File: config.mk
export PLATFORM = sky130hd
export DESIGN_NAME = srss_strap_seq
export DESIGN_NICKNAME = d
export VERILOG_FILES = /design/src/shared/srss_pkg.sv /design/src/rtl/srss_strap_seq.sv
export SDC_FILE = /design/constraint.sdc
export NUM_CORES = 1
export LEC_CHECK = 0
export ABC_AREA = 1
export BUFFER_PORTS_ARGS = -buffer_cell sky130_fd_sc_hd__buf_2
export CELL_PAD_IN_SITES_DETAIL_PLACEMENT = 0
export CELL_PAD_IN_SITES_GLOBAL_PLACEMENT = 2
export CORE_MARGIN = 1.5
export CORE_UTILIZATION = 38
export CTS_BUF_LIST = sky130_fd_sc_hd__clkbuf_4 sky130_fd_sc_hd__clkbuf_8
export DETAILED_ROUTE_END_ITERATION = 10
export GPL_TIMING_DRIVEN = 0
export PLACE_DENSITY = 0.95
export SYNTH_ARGS = -nofsm -noshare
export SYNTH_HDL_FRONTEND = slang
export SYNTH_SLANG_ARGS = --single-unit
File: constraint.sdc
create_clock -name clk -period 6.2 [get_ports clk]
set_clock_uncertainty 0.05 [all_clocks]
set_input_delay 0.93 -clock clk [delete_from_list [all_inputs] [get_ports clk]]
set_output_delay 0.93 -clock clk [all_outputs]
set_load 0.005 [all_outputs]
File: src/shared/srss_pkg.sv
// Contract
// each strap pulse is at least 2 us wide and continuous pulsing repeats no faster than every 50 ms.
// a strap pulse drives one direction only, with no opposite drive while it decays.
// full compensation starts with a set pulse, then samples and stores the set-polarity reading.
// it then gives an opposite reset pulse, samples and stores the reset-polarity reading.
// the compensated field is half of the set reading minus the reset reading.
// set and reset drives are never active together and a dead time separates them.
// set and reset controls come from this controller and steer complementary driver switches.
// in single-clock mode one trigger requests set on its rising and reset on its falling edge.
// in single-clock mode the trigger stays high and low for at least 25 us each.
// occasional mode pulses reset only at power-on or after an out-of-range reading.
// low-power mode applies set then reset and computes the offset term as half their sum.
// low-power mode stores the offset term and subtracts it from every later reading.
// an interval timer reruns the low-power offset update about every 10 minutes.
// a programmable settling wait follows each pulse and the result is valid only at sequence end.
// readings outside programmable limits raise a status flag and a reset request.
package srss_pkg;

	localparam int unsigned CLK_HZ = 100_000_000;
	localparam int unsigned CLK_NS = 10;
	localparam int unsigned PULSE_NS = 2000;
	localparam int unsigned PULSE_CYC = (PULSE_NS + CLK_NS - 1) / CLK_NS;
	localparam int unsigned DEAD_NS = 100;
	localparam int unsigned DEAD_CYC = (DEAD_NS + CLK_NS - 1) / CLK_NS;
	localparam int unsigned TRIG_HOLD_US = 25;
	localparam int unsigned TRIG_HOLD_CYC =
		(TRIG_HOLD_US * 1000 + CLK_NS - 1) / CLK_NS;
	localparam int unsigned REPEAT_MS = 50;
	localparam int unsigned REPEAT_CYC = REPEAT_MS * (CLK_HZ / 1000);
	localparam longint unsigned OFFS_UPD_MIN = 10;
	localparam longint unsigned OFFS_UPD_CYC =
		OFFS_UPD_MIN * 64'd60 * CLK_HZ;
	localparam logic POWER_ON_RST = 1'b1;

	typedef enum logic [1:0] {MODE_CONT, MODE_CLOCK, MODE_OCC, MODE_LOWPWR}
		srss_mode_t;
	typedef enum logic [1:0] {SEQ_FULL, SEQ_RST, SEQ_PLAIN} srss_seq_t;
	typedef enum logic [3:0] {ST_IDLE, ST_DEAD_SET, ST_PULSE_SET,
		ST_SETTLE_SET, ST_SAMP_SET, ST_HOLD_RST, ST_DEAD_RST, ST_PULSE_RST,
		ST_SETTLE_RST, ST_SAMP_RST, ST_SAMP_PLAIN, ST_DONE} srss_state_t;

endpackage : srss_pkg

File: src/rtl/srss_strap_seq.sv
`timescale 1ns/1ps
module srss_strap_seq
	import srss_pkg::*;
#(
	parameter int DW = 16,
	parameter int unsigned INTERVAL_CYC = REPEAT_CYC,
	parameter longint unsigned OFFS_CYC = OFFS_UPD_CYC
)
(
	input wire logic clk,
	input wire logic resetn,
	input wire srss_mode_t mode,
	input wire logic [15:0] settleCycles,
	input wire logic signed [DW-1:0] upperLimit,
	input wire logic signed [DW-1:0] lowerLimit,
	input wire logic rangeClr,
	input wire logic sampleAck,
	input wire logic signed [DW-1:0] sampleData,
	output logic setDrive_r,
	output logic resetDrive_r,
	output logic trig_r,
	output logic sampleReq_r,
	output logic signed [DW-1:0] fieldOut_r,
	output logic signed [DW-1:0] offsetTerm_r,
	output logic resultValid_r,
	output logic outOfRange_r,
	output logic rangeResetReq_r
);

	srss_state_t state_r;
	srss_seq_t seq_r;
	srss_mode_t modeCur_r;
	logic [31:0] cnt_r;
	logic [31:0] ivCnt_r;
	logic [39:0] offsCnt_r;
	logic [31:0] trigAge_r;
	logic tickPend_r;
	logic offsDue_r;
	logic powerOn_r;
	logic rangePend_r;
	logic signed [DW-1:0] vset_r;
	logic signed [DW-1:0] vrst_r;
	logic start;
	srss_seq_t kind;
	logic capture;
	logic trigOk;
	logic holdOk;
	logic trigRise;
	logic trigFall;
	logic outside;
	logic signed [DW:0] diffW;
	logic signed [DW:0] sumW;

	assign capture = sampleReq_r && sampleAck;
	assign trigOk = trigAge_r >= TRIG_HOLD_CYC;
	assign holdOk = (modeCur_r != MODE_CLOCK) || trigOk;
	assign outside = (sampleData > upperLimit) || (sampleData < lowerLimit);
	assign diffW = {vset_r[DW-1], vset_r} - {vrst_r[DW-1], vrst_r};
	assign sumW = {vset_r[DW-1], vset_r} + {vrst_r[DW-1], vrst_r};
	assign trigRise = start && (kind == SEQ_FULL) && (mode == MODE_CLOCK);
	assign trigFall = (state_r == ST_HOLD_RST) && trig_r && holdOk;

	// what to run when idle; the trigger gap also gates starts in clock mode
	always_comb
	begin
		start = 1'b0;
		kind = SEQ_PLAIN;
		if (state_r == ST_IDLE && (mode != MODE_CLOCK || trigOk))
		begin
			unique case (mode)
				MODE_CONT, MODE_CLOCK:
				begin
					start = tickPend_r;
					kind = SEQ_FULL;
				end
				MODE_OCC:
				begin
					start = powerOn_r || rangePend_r || tickPend_r;
					kind = (powerOn_r || rangePend_r) ? SEQ_RST : SEQ_PLAIN;
				end
				MODE_LOWPWR:
				begin
					start = powerOn_r || offsDue_r || tickPend_r;
					kind = (powerOn_r || offsDue_r) ? SEQ_FULL : SEQ_PLAIN;
				end
			endcase
		end
	end

	// repeat interval; a larger parameter lowers pulse power in continuous and clock modes and also the reading rate in every mode
	always_ff @(posedge clk)
	begin
		if (!resetn)
		begin
			ivCnt_r <= '0;
			tickPend_r <= 1'b0;
		end
		else
		begin
			if (ivCnt_r == INTERVAL_CYC - 1)
				ivCnt_r <= '0;
			else
				ivCnt_r <= ivCnt_r + 32'h1;
			if (ivCnt_r == INTERVAL_CYC - 1)
				tickPend_r <= 1'b1;
			else if (start)
				tickPend_r <= 1'b0;
		end
	end

	always_ff @(posedge clk)
	begin
		if (!resetn)
		begin
			offsCnt_r <= '0;
			offsDue_r <= 1'b0;
			powerOn_r <= POWER_ON_RST;
			rangePend_r <= 1'b0;
		end
		else
		begin
			if (offsCnt_r == 40'(OFFS_CYC - 1))
				offsCnt_r <= '0;
			else
				offsCnt_r <= offsCnt_r + 40'h1;
			if (offsCnt_r == 40'(OFFS_CYC - 1))
				offsDue_r <= 1'b1;
			else if (start && kind == SEQ_FULL)
				offsDue_r <= 1'b0;
			if (start && kind != SEQ_PLAIN)
				powerOn_r <= 1'b0;
			if (capture && outside)
				rangePend_r <= 1'b1;
			else if (start && kind == SEQ_RST)
				rangePend_r <= 1'b0;
		end
	end

	always_ff @(posedge clk)
	begin
		if (!resetn)
		begin
			trig_r <= 1'b0;
			trigAge_r <= TRIG_HOLD_CYC;
		end
		else
		begin
			if (trigRise)
				trig_r <= 1'b1;
			else if (trigFall)
				trig_r <= 1'b0;
			if (trigRise || trigFall)
				trigAge_r <= '0;
			else if (!trigOk)
				trigAge_r <= trigAge_r + 32'h1;
		end
	end

	// drives are high exactly while in a pulse state; dead states keep both low
	always_ff @(posedge clk)
	begin
		if (!resetn)
		begin
			state_r <= ST_IDLE;
			seq_r <= SEQ_PLAIN;
			modeCur_r <= MODE_CONT;
			cnt_r <= '0;
			setDrive_r <= 1'b0;
			resetDrive_r <= 1'b0;
			sampleReq_r <= 1'b0;
		end
		else
		begin
			cnt_r <= cnt_r + 32'h1;
			unique case (state_r)
				ST_IDLE:
				begin
					cnt_r <= '0;
					if (start)
					begin
						modeCur_r <= mode;
						seq_r <= kind;
						if (kind == SEQ_RST)
							state_r <= ST_DEAD_RST;
						else if (kind == SEQ_PLAIN)
						begin
							state_r <= ST_SAMP_PLAIN;
							sampleReq_r <= 1'b1;
						end
						else
							state_r <= ST_DEAD_SET;
					end
				end
				ST_DEAD_SET:
					if (cnt_r == DEAD_CYC - 1)
					begin
						state_r <= ST_PULSE_SET;
						cnt_r <= '0;
						setDrive_r <= 1'b1;
					end
				ST_PULSE_SET:
					if (cnt_r == PULSE_CYC - 1)
					begin
						state_r <= ST_SETTLE_SET;
						cnt_r <= '0;
						setDrive_r <= 1'b0;
					end
				ST_SETTLE_SET:
					if (cnt_r >= 32'(settleCycles))
					begin
						state_r <= ST_SAMP_SET;
						sampleReq_r <= 1'b1;
					end
				ST_SAMP_SET:
					if (capture)
					begin
						state_r <= ST_HOLD_RST;
						sampleReq_r <= 1'b0;
					end
				ST_HOLD_RST:
					if (holdOk)
					begin
						state_r <= ST_DEAD_RST;
						cnt_r <= '0;
					end
				ST_DEAD_RST:
					if (cnt_r == DEAD_CYC - 1)
					begin
						state_r <= ST_PULSE_RST;
						cnt_r <= '0;
						resetDrive_r <= 1'b1;
					end
				ST_PULSE_RST:
					if (cnt_r == PULSE_CYC - 1)
					begin
						state_r <= ST_SETTLE_RST;
						cnt_r <= '0;
						resetDrive_r <= 1'b0;
					end
				ST_SETTLE_RST:
					if (cnt_r >= 32'(settleCycles))
					begin
						state_r <= ST_SAMP_RST;
						sampleReq_r <= 1'b1;
					end
				ST_SAMP_RST, ST_SAMP_PLAIN:
					if (capture)
					begin
						state_r <= ST_DONE;
						sampleReq_r <= 1'b0;
					end
				ST_DONE:
					state_r <= ST_IDLE;
			endcase
		end
	end

	// low-power subtraction wraps on overflow rather than saturating
	always_ff @(posedge clk)
	begin
		if (!resetn)
		begin
			vset_r <= '0;
			vrst_r <= '0;
			fieldOut_r <= '0;
			offsetTerm_r <= '0;
			resultValid_r <= 1'b0;
		end
		else
		begin
			resultValid_r <= (state_r == ST_DONE);
			if (capture && state_r == ST_SAMP_SET)
				vset_r <= sampleData;
			if (capture && state_r == ST_SAMP_RST)
				vrst_r <= sampleData;
			if (capture && state_r == ST_SAMP_PLAIN)
			begin
				if (modeCur_r == MODE_LOWPWR)
					fieldOut_r <= sampleData - offsetTerm_r;
				else
					fieldOut_r <= sampleData;
			end
			if (state_r == ST_DONE && seq_r == SEQ_FULL)
			begin
				if (modeCur_r == MODE_LOWPWR)
					offsetTerm_r <= sumW[DW:1];
				else
					fieldOut_r <= diffW[DW:1];
			end
			if (state_r == ST_DONE && seq_r == SEQ_RST)
				fieldOut_r <= vrst_r;
		end
	end

	always_ff @(posedge clk)
	begin
		if (!resetn)
		begin
			outOfRange_r <= 1'b0;
			rangeResetReq_r <= 1'b0;
		end
		else
		begin
			rangeResetReq_r <= capture && outside;
			if (capture && outside)
				outOfRange_r <= 1'b1;
			else if (rangeClr)
				outOfRange_r <= 1'b0;
		end
	end

	logic [31:0] setHi;
	logic [31:0] rstHi;
	logic [31:0] lowCnt;
	always_ff @(posedge clk)
	begin
		setHi <= setDrive_r ? setHi + 32'h1 : '0;
		rstHi <= resetDrive_r ? rstHi + 32'h1 : '0;
		lowCnt <= (setDrive_r || resetDrive_r) ? '0 : lowCnt + 32'h1;
		if (!resetn)
			lowCnt <= DEAD_CYC;
	end

	a_drive_exclusive: assert property (@(posedge clk) disable iff (!resetn)
		!(setDrive_r && resetDrive_r)) else $error("set and reset both on");
	a_set_width: assert property (@(posedge clk) disable iff (!resetn)
		$fell(setDrive_r) |-> setHi == PULSE_CYC) else $error("set width");
	a_reset_width: assert property (@(posedge clk) disable iff (!resetn)
		$fell(resetDrive_r) |-> rstHi == PULSE_CYC) else $error("reset width");
	a_dead_gap: assert property (@(posedge clk) disable iff (!resetn)
		($rose(setDrive_r) || $rose(resetDrive_r)) |-> lowCnt >= DEAD_CYC)
		else $error("dead time too short");
	a_trig_hold: assert property (@(posedge clk) disable iff (!resetn)
		$changed(trig_r) |-> $past(trigAge_r) >= TRIG_HOLD_CYC)
		else $error("trigger edge too early");
	a_trig_set_edge: assert property (@(posedge clk) disable iff (!resetn)
		$rose(trig_r) |-> state_r == ST_DEAD_SET && !setDrive_r)
		else $error("set not after trigger rise");
	a_req_held: assert property (@(posedge clk) disable iff (!resetn)
		sampleReq_r && !sampleAck |=> sampleReq_r) else $error("req dropped");
	a_valid_at_end: assert property (@(posedge clk) disable iff (!resetn)
		resultValid_r |-> $past(state_r) == ST_DONE && state_r == ST_IDLE)
		else $error("valid not at end");
	a_occ_no_set: assert property (@(posedge clk) disable iff (!resetn)
		setDrive_r |-> modeCur_r != MODE_OCC) else $error("set in occasional");
	a_range_flag: assert property (@(posedge clk) disable iff (!resetn)
		capture && outside |=> outOfRange_r && rangeResetReq_r)
		else $error("range not flagged");
	a_field_half: assert property (@(posedge clk) disable iff (!resetn)
		resultValid_r && seq_r == SEQ_FULL && modeCur_r != MODE_LOWPWR
		|-> fieldOut_r == diffW[DW:1]) else $error("field not half diff");
	a_offset_half: assert property (@(posedge clk) disable iff (!resetn)
		resultValid_r && seq_r == SEQ_FULL && modeCur_r == MODE_LOWPWR
		|-> offsetTerm_r == sumW[DW:1]) else $error("offset not half sum");

endmodule : srss_strap_seq

# After elaboration in Yosys (flattened, before gate mapping)
# Cells that the tools add are included.
# totals
reg_bits	219
in_bits	70
out_inout_bits	39
word_cells	174
# classes
addsub	7
order_cmp	4
n_eq_ne	40
muxes	50
bitwise	1
reduce_logical	49
# ops
op	count
case mux 32 bit (4 select lines)	1
adder 32 x 1 -> 32 bit (second input constant)	3
two-way mux 32 bit	3
two-way mux 16 bit	5
two-way mux 4 bit	12
case mux 4 bit (11 select lines)	1
adder 40 x 1 -> 40 bit (second input constant)	1
equality test 40 x 36 -> 1 bit (second input constant)	1
equality test 32 x 23 -> 1 bit (second input constant)	1
equality test 32 x 4 -> 1 bit (second input constant)	1
equality test 32 x 8 -> 1 bit (second input constant)	1
>= comparator 32 x 12 -> 1 bit (second input constant)	1
>= comparator 32 x 16 -> 1 bit	1
two-way mux 12 bit	2
inequality test 2 bit (second input constant)	12
two-way mux 1 bit	18
adder 16 x 16 -> 17 bit	1
subtractor 16 x 16 -> 17 bit	1
equality test 4 x 3 -> 1 bit (second input constant)	4
equality test 4 bit (second input constant)	4
> comparator 16 bit	1
less-than comparator 16 bit	1
OR reduction 2 bit	8
subtractor 16 bit	1
21 further kinds	66

# Longest topological paths before layout
# logic_depth
depth_word	9
mapped_depth	17
depth_no_buf	17

# Worst setup path after synthesis
# OpenSTA, ideal clock, no wires.
# synth_timing
kind	input to register
startpoint	input sampleData[0]
endpoint	register fieldOut_r[10]
arrival_time_ns	2.408
required_time_ns	6.035
path_slack_ns	3.627
path_stages	13
n_path_buf	0
path_cell_list	inv_1 -> ha_1 -> inv_1 -> fa_1 -> nand3_1 -> nand2_1 -> nand2_1 -> nand2_1 -> a21o_1 -> o21ai_0 -> nand3_1 -> nor2_1 -> nor2_1
# synth_between
elab_chain_len	6
# synth_rtl
element	line	source
start, declared	srss_strap_seq.sv:18	input wire logic signed [DW-1:0] sampleData,
subtractor 16 bit (*)	srss_strap_seq.sv:279	fieldOut_r <= sampleData - offsetTerm_r;
two-way mux 16 bit (*)	srss_strap_seq.sv:278	if (modeCur_r == MODE_LOWPWR)
two-way mux 16 bit (*)	srss_strap_seq.sv:276	if (capture && state_r == ST_SAMP_PLAIN)
two-way mux 16 bit	srss_strap_seq.sv:285	if (modeCur_r == MODE_LOWPWR)
two-way mux 16 bit (*)	srss_strap_seq.sv:283	if (state_r == ST_DONE && seq_r == SEQ_FULL)
two-way mux 16 bit (*)	srss_strap_seq.sv:290	if (state_r == ST_DONE && seq_r == SEQ_RST)
end signal, assigned	srss_strap_seq.sv:279	
end signal, assigned	srss_strap_seq.sv:288	fieldOut_r <= diffW[DW:1];
end signal, assigned	srss_strap_seq.sv:291	fieldOut_r <= vrst_r;
end, declared	srss_strap_seq.sv:23	output logic signed [DW-1:0] fieldOut_r,
# Every way passes the cells marked *; elsewhere a longest branch is shown, timed or not.
# A chain may end at the register's enable or synchronous reset.

# Worst setup path after layout
# layout_timing
startpoint	register vrst_r[0]
endpoint	register fieldOut_r[11]
# layout_between
elab_chain_len	4
# layout_rtl
element	line	source
start, declared	srss_strap_seq.sv:42	logic signed [DW-1:0] vrst_r;
start signal, assigned	srss_strap_seq.sv:275	vrst_r <= sampleData;
subtractor 16 x 16 -> 17 bit	srss_strap_seq.sv:58	assign diffW = {vset_r[DW-1], vset_r} - {vrst_r[DW-1], vrst_r};
two-way mux 16 bit	srss_strap_seq.sv:285	
two-way mux 16 bit	srss_strap_seq.sv:283	
two-way mux 16 bit	srss_strap_seq.sv:290	
end signal, assigned	srss_strap_seq.sv:281	fieldOut_r <= sampleData;
end signal, assigned	srss_strap_seq.sv:288	
end signal, assigned	srss_strap_seq.sv:291	
# Every way passes these cells.

==> out/summary.txt <==
Status: finished clean
Die X: 198 um
Setup TNS: 0 ns
Worst hold stages: 2
Number of global-route vias before repair: 13693
Io pins: 109
Reg2reg end: fieldOut_r[11]
Static leakage: 7.56 nW
Final period util: 43.4%
Post-synthesis compound-gate area fraction: 13.6%
Core Area: 0.0375 mm2
H-tree Lvls: 2
Internal reg-to-reg setup slack: 3.51 ns
Total setup buffers inserted after CTS: 0
Main synth FF type: dfxtp_1
Final wirelength: 44500 um
Crit path buf inv count: 2
Largest family of logic cells by synthesized area: simple AND/OR/NAND/NOR gates
Startpoint types: register
Number of vias per cell: 4.97
Worst slew margin: 30.9%
DIE AREA: 0.0390 mm2
Hold WS: 0.373 ns
EDFF count, synth: 0
Async S/R FF share, synth: 0%
Initial core utilization: 38.4%
Die H: 198 um
Largest cells by area after synthesis: dfxtp_1, nand2_1, inv_1, ha_1, nor2_1
Share of post-route cells with drive strength above 1: 11.6%
Post-synth top area share: 30.5%
First drt pass iteration count: 5
Dpl ws: 3.08 ns
Routed len/inst: 15.5 um
Residual DRC count: 0
Clk slew on worst S/H paths: 0.06 ns
Worst R2R Start: vrst_r[0]
Crit path kind: reg -> reg
Max Fanout on Critical Path: 4
Synth Area in XOR/XNOR: 3.29%
Worst skew pair latency: 0.62 ns
YS warnings: 0
Post-cts sizing count: 0
Slew @ Worst Pin: 1.04 ns
Final hold violation count: 0
Overflow after GRT: 0
Worst Hold Class: reg -> reg
Crit path cell chain: inv_1 -> nor2_1 -> fa_1 -> o21ai_0 -> nand3_1 -> nand2_1 -> a21oi_1 -> or2_2 -> nand3_1 -> nand3b_1 -> nand2_1 -> inv_1
PD cells: 235 mW/mm2
Min Tclk post-route: 2.69 ns
Remaining antenna violation count: 0
Placer Congestion: 0.895
Critical Path AT: 3.15 ns
Rows: 71
Area share of and/or/nand/nor cells after synthesis: 32.5%
Post-synthesis adder-cell area fraction: 9.29%
Netlist cell types: 58
PortBufs: 108
Global-route wire length before repair: 70600 um
Layout Nets: 2495
CP top delay family: simple AND/OR/NAND/NOR gates
Worst Hold Path EP: trigAge_r[17]
Mux cell area share after synthesis: 0%
Max-cap violations: 0
Longest Clk Path Bufs: 3
Syn-to-layout area delta: 14.6%
Initial antenna violation count: 3
Worst hold start: trigAge_r[17]
Slew Limit Fails: 0
CP Capture Type: register
RSZ-0062 raised after global routing: false
Slowest CP cell: o21ai_0
TritonCTS Buffers: 42
# setup viols final: 0
Clk root buf: clkbuf_8
Syn nets: 2343
Total GRT Usage: 23.1%
Peak per-stage delay on the critical path: 0.45 ns
Final worst slack: 3.51 ns
Post-synth top area cell: dfxtp_1
Clock sinks: 219
CTS tree: done
DR iter-0 viols: 996
Largest net degree at the start of global routing: 13
Sequential share of the synthesized area: 30.5%
Max Freq: 372 MHz
Worst VDD drop: 0.000186 V
Post-DP HPWL: 35300 um
Post-Syn Area: 0.0144 mm2
Finished Core Util: 44.0%
Syn avg cell area: 6.64 um2
Mapped Cells: 2168
Hold Buf Count CTS: 0
Reg2Reg Depth: 12
#FFs+latches synth: 219
Worst EP required: 6.66 ns
Tot Pwr: 0.00387 W
Via count: 14226
-- where the power goes --
group | internal [W] | switching, W | total, W | leakage [nW]
Clock | 0.000896 | 0.000684 | 0.00158 | 0.475
Combinational | 0.000267 | 0.000524 | 0.000792 | 5.32
Sequential | 0.00145 | 0.0000421 | 0.00149 | 1.77
Total | 0.00262 | 0.00125 | 0.00387 | 7.56
-- registers in the layout (all words and copies together), names as in the netlist, 2 cells and up --
register and cells:
cnt_r 32, vrst_r 16, fieldOut_r 16, seq_r 2, trigAge_r 32, offsetTerm_r 16, state_r 4, ivCnt_r 32
modeCur_r 2, offsCnt_r 40, vset_r 16
-- area by class of cell --
type / instances / area (um2)
antenna: 2 / 5.00
buffer: 44 / 206
clock buffer: 66 / 833
clock inverter: 6 / 77.6
fill: 4093 / 21000
inverter: 360 / 1350
multi-input combinational: 1545 / 8440
sequential: 219 / 4380
tap: 511 / 639
timing repair buffer: 108 / 541
-- worst max path at each step --
| stage | from | end | depth (start not counted) |
|---|---|---|---|
| after detailed placement | sampleData[0] | fieldOut_r[14] | 17 |
| after CTS | vrst_r[0] | fieldOut_r[11] | 12 |
| after global placement | sampleData[0] | fieldOut_r[10] | 14 |
| final | vrst_r[0] | fieldOut_r[11] | 12 |
| after floorplan | sampleData[0] | fieldOut_r[10] | 13 |
| after global routing | trigAge_r[22] | sampleReq_r | 15 |
-- kinds of logic after synthesis --
kind of cell	count (synthesis)
fa+ha+maj	105
compound gates	361
simple gates	1025
flops	219
xor+xnor	54
buf+inv	404
-- layout by cell type, fill, tap and decap left out, drive strengths merged, types with 10 or more instances in the layout --
cell	count
clkbuf	92
dfxtp	219
nand3b	13
o21ai	121
nand3	131
nor3b	10
nor2	282
inv	360
a21oi	188
xnor2	20
ha	102
nor4	17
buf	126
xor2	34
o211ai	10
nand4	51
nor3	67
or2	31
nand2	417
-- cells in the mapped netlist, drive strengths merged (2+ instances only) --
master   count
nor4        17
inv        359
xnor2       20
nor3        67
a21o         8
a21oi      188
nand2      417
nand4       51
or2         31
nand3      131
o2111ai      3
xor2        34
o21a         5
or3          2
dfxtp      219
a211oi       3
nor3b       10
o31ai        3
ha         102
nand3b      13
o21bai       6
clkbuf      26
buf         18
nor2       282
o21ai      121
a31oi        4
and3         4
fa           3
o22ai        3
o211ai      10
-- stage by stage --
stage | area (um2) | std cells
4_1_cts | 16500 | 2859
2_1_floorplan | 14400 | 2168
6_report | 16500 | 2861
5_1_grt | 16500 | 2859
3_3_place_gp | 15600 | 2787
3_5_place_dp | 15600 | 2787
-- worst min-delay path, stage by stage, from the launching register on --
cell,delay (ns)
dfxtp_1,0.30
inv_1,0.04
nor2_1,0.03
-- per-layer routing --
| layer | vias up | share of wire [%] | global-route usage [%] |
|---|---|---|---|
| met5 | - | 0.054 | 0 |
| met4 | 4 | 2.8 | 7.89 |
| met3 | 78 | 5.1 | 3.70 |
| met2 | 292 | 45 | 37.8 |
| met1 | 6507 | 47 | 30.7 |
| li1 | 7345 | - | - |
No activity file was read; power rests on OpenSTA's default activity.
